<file path="src/rtl/ccr_defs.vh">
// constants shared by the configuration signature readout block
// assumes the includer runs on ref_clk at 250 MHz
`ifndef CCR_DEFS_VH
`define CCR_DEFS_VH

// reference clock and internal check oscillator rates, in MHz
`define CCR_REF_MHZ 8'd250
`define CCR_OSC_MHZ 8'd80

// signature width and generator polynomial
`define CCR_SIG_W 32
`define CCR_POLY 32'h04c11db7
`define CCR_SEED 32'hffffffff

// reset values
`define CCR_RST_SIG 32'h00000000
`define CCR_RST_BIT 1'b0

// default divisor applied to the check oscillator
`define CCR_DEF_DIV 8

// readout shift register: msb leaves first
`define CCR_MSB 31

`endif

</file>
<file path="src/rtl/ccr_cfg_mem.v">
// configuration memory image scanned by the signature engine
// assumes one write port from test or load logic and one reader
`default_nettype none

module ccr_cfg_mem #(
  parameter WIDTH = 32,
  parameter DEPTH = 16,
  parameter AW = 4
) (
  input wire ref_clk,
  input wire ce,
  input wire wr_en,
  input wire [AW-1:0] wr_addr,
  input wire [WIDTH-1:0] wr_data,
  input wire rd_en,
  input wire [AW-1:0] rd_addr,
  output reg [WIDTH-1:0] rd_data_q
);

  reg [WIDTH-1:0] mem [0:DEPTH-1];

  // no reset on the array: it stands for configuration storage
  always @(posedge ref_clk) begin
    if (ce) begin
      if (wr_en) begin
        mem[wr_addr] <= wr_data;
      end
      if (rd_en) begin
        rd_data_q <= mem[rd_addr];
      end
    end
  end

endmodule // ccr_cfg_mem

`default_nettype wire

</file>
<file path="src/rtl/ccr_readout.v">
// configuration signature engine, error flag and serial readout cell
// assumes readout_clk, shift_nload and load_src come from pins or user
// logic in another domain; memory writes and precomputed value are local
//
// Function
// - computed 32-bit signature readable by user logic
// - loads and shifts only on readout clock rise
// - shift_nload high shifts one bit per rise
// - load_src 0 loads precomputed value
// - load_src 1 loads computed signature
// - load_src ignored while shifting
// - error flag timed by internal oscillator
// - error flag high when signature mismatches
// - registered serial bit, 31 clocks read 32
// - check clocked by oscillator over divisor
`include "ccr_defs.vh"
`default_nettype none

module ccr_readout #(
  parameter WIDTH = 32,
  parameter DEPTH = 16,
  parameter AW = 4,
  parameter CHECK_DIV = `CCR_DEF_DIV
) (
  input wire ref_clk,
  input wire resetn,
  input wire ce,
  input wire readout_clk,
  input wire shift_nload,
  input wire load_src,
  input wire [`CCR_SIG_W-1:0] precomp_crc,
  input wire cfg_wr_en,
  input wire [AW-1:0] cfg_wr_addr,
  input wire [WIDTH-1:0] cfg_wr_data,
  output reg regout_q,
  output reg crc_error_q
);

  localparam S_WAIT = 3'b001;
  localparam S_FETCH = 3'b010;
  localparam S_FOLD = 3'b100;

  // terminal counts, cut on purpose to the widths of the counters they meet
  localparam [31:0] DIV_LAST_W = CHECK_DIV - 1;
  localparam [31:0] ADDR_LAST_W = DEPTH - 1;
  wire [15:0] div_last = DIV_LAST_W[15:0];
  wire [AW-1:0] addr_last = ADDR_LAST_W[AW-1:0];

  // one data word folded into the running signature, msb first
  // no reflection and no final inversion: compared with precomp_crc as is
  function [`CCR_SIG_W-1:0] crc_fold;
    input [`CCR_SIG_W-1:0] crc;
    input [WIDTH-1:0] data;
    integer i;
    reg [`CCR_SIG_W-1:0] c;
    begin
      c = crc;
      for (i = WIDTH - 1; i >= 0; i = i - 1) begin
        if (c[`CCR_MSB] ^ data[i]) begin
          c = {c[`CCR_MSB-1:0], 1'b0} ^ `CCR_POLY;
        end else begin
          c = {c[`CCR_MSB-1:0], 1'b0};
        end
      end
      crc_fold = c;
    end
  endfunction

  ////////////////////////////////////////////////////////////////////////
  // internal oscillator model: fractional accumulator off ref_clk

  reg [7:0] osc_acc_q;
  reg osc_tick_q;
  wire [8:0] osc_sum = {1'b0, osc_acc_q} + {1'b0, `CCR_OSC_MHZ};
  reg [15:0] div_cnt_q;
  reg check_en_q;

  always @(posedge ref_clk or negedge resetn) begin
    if (!resetn) begin
      osc_acc_q <= 8'h00;
      osc_tick_q <= 1'b0;
      div_cnt_q <= 16'h0000;
      check_en_q <= 1'b0;
    end else if (ce) begin
      // tick rate is 80/250 of ref_clk on average, jitter of one cycle
      if (osc_sum >= {1'b0, `CCR_REF_MHZ}) begin
        osc_acc_q <= osc_sum[7:0] - `CCR_REF_MHZ;
        osc_tick_q <= 1'b1;
      end else begin
        osc_acc_q <= osc_sum[7:0];
        osc_tick_q <= 1'b0;
      end
      check_en_q <= 1'b0;
      if (osc_tick_q) begin
        if (div_cnt_q == div_last) begin
          div_cnt_q <= 16'h0000;
          check_en_q <= 1'b1;
        end else begin
          div_cnt_q <= div_cnt_q + 16'h0001;
        end
      end
    end
  end

  ////////////////////////////////////////////////////////////////////////
  // signature engine: one memory word per divided oscillator step

  reg [2:0] state_q;
  reg [AW-1:0] addr_q;
  reg [`CCR_SIG_W-1:0] crc_q;
  reg [`CCR_SIG_W-1:0] sig_q;
  wire [WIDTH-1:0] mem_data;
  wire [`CCR_SIG_W-1:0] crc_d = crc_fold(crc_q, mem_data);
  wire last_word = (addr_q == addr_last);

  // the image freezes with ce like every other register of the block
  ccr_cfg_mem #(
    .WIDTH(WIDTH),
    .DEPTH(DEPTH),
    .AW(AW)
  ) u_mem (
    .ref_clk(ref_clk),
    .ce(ce),
    .wr_en(cfg_wr_en),
    .wr_addr(cfg_wr_addr),
    .wr_data(cfg_wr_data),
    .rd_en(state_q == S_FETCH),
    .rd_addr(addr_q),
    .rd_data_q(mem_data)
  );

  // a step takes three ref_clk: check_en pulses closer than that are dropped,
  // so the oscillator over its divisor must stay below a third of ref_clk

  always @(posedge ref_clk or negedge resetn) begin
    if (!resetn) begin
      state_q <= S_WAIT;
      addr_q <= {AW{1'b0}};
      crc_q <= `CCR_SEED;
      sig_q <= `CCR_RST_SIG;
      crc_error_q <= `CCR_RST_BIT;
    end else if (ce) begin
      case (state_q)
        S_WAIT: begin
          if (check_en_q) begin
            state_q <= S_FETCH;
          end
        end
        S_FETCH: begin
          state_q <= S_FOLD;
        end
        S_FOLD: begin
          state_q <= S_WAIT;
          if (last_word) begin
            addr_q <= {AW{1'b0}};
            crc_q <= `CCR_SEED;
            sig_q <= crc_d;
            // flag follows each finished pass, so a repaired image clears it
            crc_error_q <= (crc_d != precomp_crc);
          end else begin
            addr_q <= addr_q + {{(AW-1){1'b0}}, 1'b1};
            crc_q <= crc_d;
          end
        end
        default: begin
          state_q <= S_WAIT;
        end
      endcase
    end
  end

  ////////////////////////////////////////////////////////////////////////
  // readout cell: pin inputs synchronised, acts on readout clock rise

  reg [2:0] rclk_q;
  reg [2:0] snl_q;
  reg [2:0] lsrc_q;
  reg [`CCR_SIG_W-1:0] shreg_q;
  reg [`CCR_SIG_W-1:0] load_val;
  wire rclk_rise = rclk_q[1] & ~rclk_q[2];

  // source for a parallel load; not looked at on the shift path
  always @* begin
    if (lsrc_q[2]) begin
      load_val = sig_q;
    end else begin
      load_val = precomp_crc;
    end
  end

  always @(posedge ref_clk or negedge resetn) begin
    if (!resetn) begin
      rclk_q <= 3'h0;
      snl_q <= 3'h7;
      lsrc_q <= 3'h0;
      shreg_q <= `CCR_RST_SIG;
      regout_q <= `CCR_RST_BIT;
    end else if (ce) begin
      // ce low holds the synchronisers too, so a pin edge that comes and goes
      // while frozen is lost rather than replayed later
      // third stage holds the control level from just before the edge
      rclk_q <= {rclk_q[1:0], readout_clk};
      snl_q <= {snl_q[1:0], shift_nload};
      lsrc_q <= {lsrc_q[1:0], load_src};
      if (rclk_rise) begin
        if (snl_q[2]) begin
          // load_src not looked at on this path
          shreg_q <= {shreg_q[`CCR_MSB-1:0], 1'b0};
          regout_q <= shreg_q[`CCR_MSB-1];
        end else begin
          // each low edge reloads; holding low two edges is harmless
          shreg_q <= load_val;
          regout_q <= load_val[`CCR_MSB];
        end
      end
    end
  end

endmodule // ccr_readout

`default_nettype wire

</file>
<file path="config.mk">
export PLATFORM = sky130hd
export DESIGN_NAME = ccr_readout
export DESIGN_NICKNAME = d
export VERILOG_FILES = /design/src/rtl/ccr_cfg_mem.v /design/src/rtl/ccr_readout.v
export VERILOG_INCLUDE_DIRS = /design/src /design/src/rtl
export SDC_FILE = /design/constraint.sdc
export NUM_CORES = 1
export LEC_CHECK = 0
export BUFFER_PORTS_ARGS = -buffer_cell sky130_fd_sc_hd__buf_2
export CAP_MARGIN = 20
export CORE_ASPECT_RATIO = 1.4
export CORE_MARGIN = 2
export CORE_UTILIZATION = 50
export CTS_CLUSTER_DIAMETER = 150
export DETAILED_ROUTE_END_ITERATION = 10
export GPL_TIMING_DRIVEN = 0
export PLACE_DENSITY = 0.76
export SLEW_MARGIN = 15
export SYNTH_ARGS = -nofsm -noshare
export SYNTH_HDL_FRONTEND = slang
export SYNTH_SLANG_ARGS = --single-unit
</file>
<file path="constraint.sdc">
create_clock -name ref_clk -period 6.92 [get_ports ref_clk]
set_clock_uncertainty 0.1 [all_clocks]
set_input_delay 0.346 -clock ref_clk [delete_from_list [all_inputs] [get_ports ref_clk]]
set_output_delay 0.346 -clock ref_clk [all_outputs]
set_load 0.03 [all_outputs]
</file>
==> impl_metrics.csv <==
group,metric,value,unit
worst_setup_path,required,7320,ps
synthesis,synth-seq-area-share,0.6479,
global_routing,grt.overflow.total,0,
global_routing,grt_max_degree,84,
synthesis,synth_top_area_frac,0.5336,
floorplanning,die_area,63250,um^2
outcome,status,"complete, no violations",
worst_setup_path,arrival,5980,ps
synthesis,ys_ff_latch,682,
final_layout,drive_gt1_frac,0.2619,
pwr,power_density,255.5,nW/um^2
sta,slew_viol_final,0,
final_layout,multi_input_area,10560,um^2
route,via_per_inst,5.876,
final_layout,seqCellArea,19830,um^2
sta,final.setup.worst_slack,1340,ps
synthesis,syn_avg_cell_area,18.55,um^2
floorplanning,die_w,213.1,um
clocking,htreeDepth,3,
place,portBuffers,73,
synthesis,synthesis.nets,1731,
worst_setup_path,worst_r2r_path_depth,11,
sta,setup_violations,0,
synthesis,yosys.area.top_type,"edfxtp_1",
clocking,root_buffer,"clkbuf_16",
floorplanning,core-area,60650,um^2
synthesis,synthCells,1650,
global_routing,track_usage,0.2356,
floorplanning,die_h,296.8,um
worst_setup_path,worst-path-max-fanout,6,
synthesis,synthFlopType,"edfxtp_1",
global_routing,grt_pass1_wl,107.1,mm
final_layout,nFillCells,4346,
clocking,cts_tree,"built",
pwr,power.ir.vdd_worst,0.0001855,V
synthesis,synth.area.top_cells,"edfxtp_1 53%, mux4_2 12%, dfrtp_1 8.3%",
place,gp_congestion,0.8853,
worst_setup_path,start_kind,"register",
synthesis,synth-edff-count,544,
route,vias,16020,
floorplanning,placementRows,107,
pwr,p_total,8.985,mW
sta,final_hold_viol_count,0,
worst_setup_path,worstSetupPathType,"reg -> reg",
place,pre_cts_slack,1353,ps
clocking,worst_skew_pair.late_latency,620,ps
worst_setup_path,cp-end-kind,"register",
synthesis,syn_area,30610,um^2
sta,fmax,0.1792,GHz
global_routing,grt_antenna_before_repair,0,
floorplanning,initial_core_util,0.5048,
route,drc_errors,0,
place,post-dp-hpwl,49.51,mm
sta,relSlewSlack,0.2222,
clocking,clock_tree.buffer_depth,3,
sta,tightest_slew,1158,ps
route,routed_wl,72.52,mm
final_layout,area_growth,14.87,%
route,drtPass1Iterations,6,
sta,post-route-min-period,5580,ps
sta,tns,0,ps
floorplanning,io_pins,77,
route,ant_nets,0,
final_layout,nets,1943,
synthesis,synth_warnings,0,
synthesis,async_reset_ff_frac,0.2023,
global_routing,grt_pass1_vias,16920,
clocking,numCtsBuffers,66,
synthesis,yosysUniqueCellTypes,54,
route,wl_per_cell,26.60,um
run,cap_violations,0,
sta,rsz0062_at_grt,"no",
clocking,cts.sinks,682,
clocking,clkSlewWorstSetupHoldPaths,70,ps
route,drt_iter0_drc,1649,
pwr,leakage,12.46,nW
hold_path,hold_path_class,"in -> reg",
sta,fin_crit_sh,0.8064,
final_layout,diodes,0,
hold_path,hold_depth,1,
clocking,post_cts_buffers,0,
## flip-flops by register name, summed over array words and instances, names as in the netlist, 4 cells and up
signal           count
u_mem.rd_data_q     32
sig_q               32
osc_acc_q            7
crc_q               32
u_mem.mem          512
shreg_q             31
addr_q               4
div_cnt_q           16
## logic make-up (layout without fill, tap and decap cells)
family / count (synthesis) / after routing / share of synthesized area
mux: 237 / 237 / 0.1445
xor+xnor: 325 / 325 / 0.1406
flops: 682 / 682 / 0.6479
buf+inv: 88 / 347 / 0.01116
simple gates: 177 / 177 / 0.02575
fa+ha+maj: 6 / 6 / 0.002452
compound gates: 135 / 135 / 0.02767
## critical path, cell delays in order, from the launching register on
cell and delay [ps]:
dfstp_2 540, xor2_1 630, xnor3_1 670, xnor3_1 510, xnor2_1 310, xnor3_2 520, xnor2_1 510, xnor3_1 410
nor4_1 660, o2111ai_1 230, nor4_1 230, a31oi_1 110
## repair_timing
| action | CTS | global route |
|---|---|---|
| resized for setup | 0 | 0 |
| hold buffers | 30 | 0 |
| setup endpoints to repair | 0 | 0 |
| endpoints found under the hold margin | 446 | 0 |
## report_power, final
group / internal [mW] / switching (mW) / total (mW) / leakage [nW]
Sequential: 4.60 / 0.101 / 4.70 / 6.63
Clock: 2.15 / 1.55 / 3.70 / 1.07
Combinational: 0.241 / 0.348 / 0.589 / 4.75
## per-stage QoR
stage	hold slack, ps	area [um^2]	instances	utilization
6_report	19.20	35170	2726	0.5799
5_1_grt	17.39	35170	2726	0.5799
4_1_cts	1.404	35070	2719	0.5783
3_5_place_dp	239.1	32560	2574	0.5368
3_3_place_gp	364.4	32000	2540	0.5277
2_1_floorplan	-49.59	30610	1650	-
## cell usage in the layout (no fill, tap or decap), types with 6 or more instances in the layout
master and n:
nor2_1 56, a21oi_1 46, xnor2_1 167, nor4_1 6
mux2i_1 37, clkbuf_16 69, dlygate4sd3_1 30, clkbuf_1 60
xnor2_2 12, dfstp_2 36, xor2_1 49, inv_1 13
dfrtp_1 102, mux4_2 160, xnor3_2 10, clkinv_1 10
mux2_2 40, buf_12 12, xor3_1 9, buf_4 16
nor2_4 12, edfxtp_1 544, nand4_1 6, buf_2 78
bufinv_16 8, nand3_1 9, buf_1 18, xnor3_1 72
nand2_1 57, o21ai_0 38, o22a_1 30, and3_1 7
buf_6 8, ha_1 6, clkinv_2 6
## cell type report
| cell class | count | share of cell area |
|---|---|---|
| timing repair buffer | 144 | 0.03377 |
| multi-input combinational | 880 | 0.3003 |
| clock buffer | 79 | 0.05045 |
| inverter | 13 | 0.001388 |
| buffer | 75 | 0.008397 |
| tap | 817 | 0.02907 |
| clock inverter | 36 | 0.01263 |
| sequential | 682 | 0.5640 |
## layer usage
| layer | up-vias | wire length (um) | track usage |
|---|---|---|---|
| met5 | - | 0 | 0 |
| met4 | 0 | 3519 | 0.1194 |
| met3 | 195 | 4183 | 0.03817 |
| met2 | 667 | 39040 | 0.4183 |
| met1 | 8313 | 25780 | 0.2736 |
| li1 | 6842 | - | - |
## path summary, 6_finish.rpt
path / from / to / slack, ps
max: crc_q[31] / crc_error_q / 1340
max reg2reg: crc_q[31] / crc_error_q / 1340
min in group asynchronous: resetn / shreg_q[17] / 160
min: cfg_wr_data[19] / u_mem.mem[1][19] / 20
max in group asynchronous: resetn / crc_q[23] / 5720
min reg2reg: shreg_q[2] / shreg_q[2] / 390
## synth_stat cells (all sizes together), types with 2 or more instances
cell type	n
edfxtp	544
xnor2	183
mux4	160
dfrtp	102
xnor3	82
nor2	68
nand2	57
clkbuf	51
xor2	51
a21oi	46
mux2	40
o21ai	39
mux2i	37
dfstp	36
o22a	30
buf	24
inv	13
nand3	9
xor3	9
and3	7
nor3	7
nor4	7
ha	6
nand4	6
o2111ai	4
o211ai	3
o221ai	3
or2	3
a21o	2
a31oi	2
nand2b	2
nor4b	2
or3	2
No activity file was read; power rests on OpenSTA's default activity.
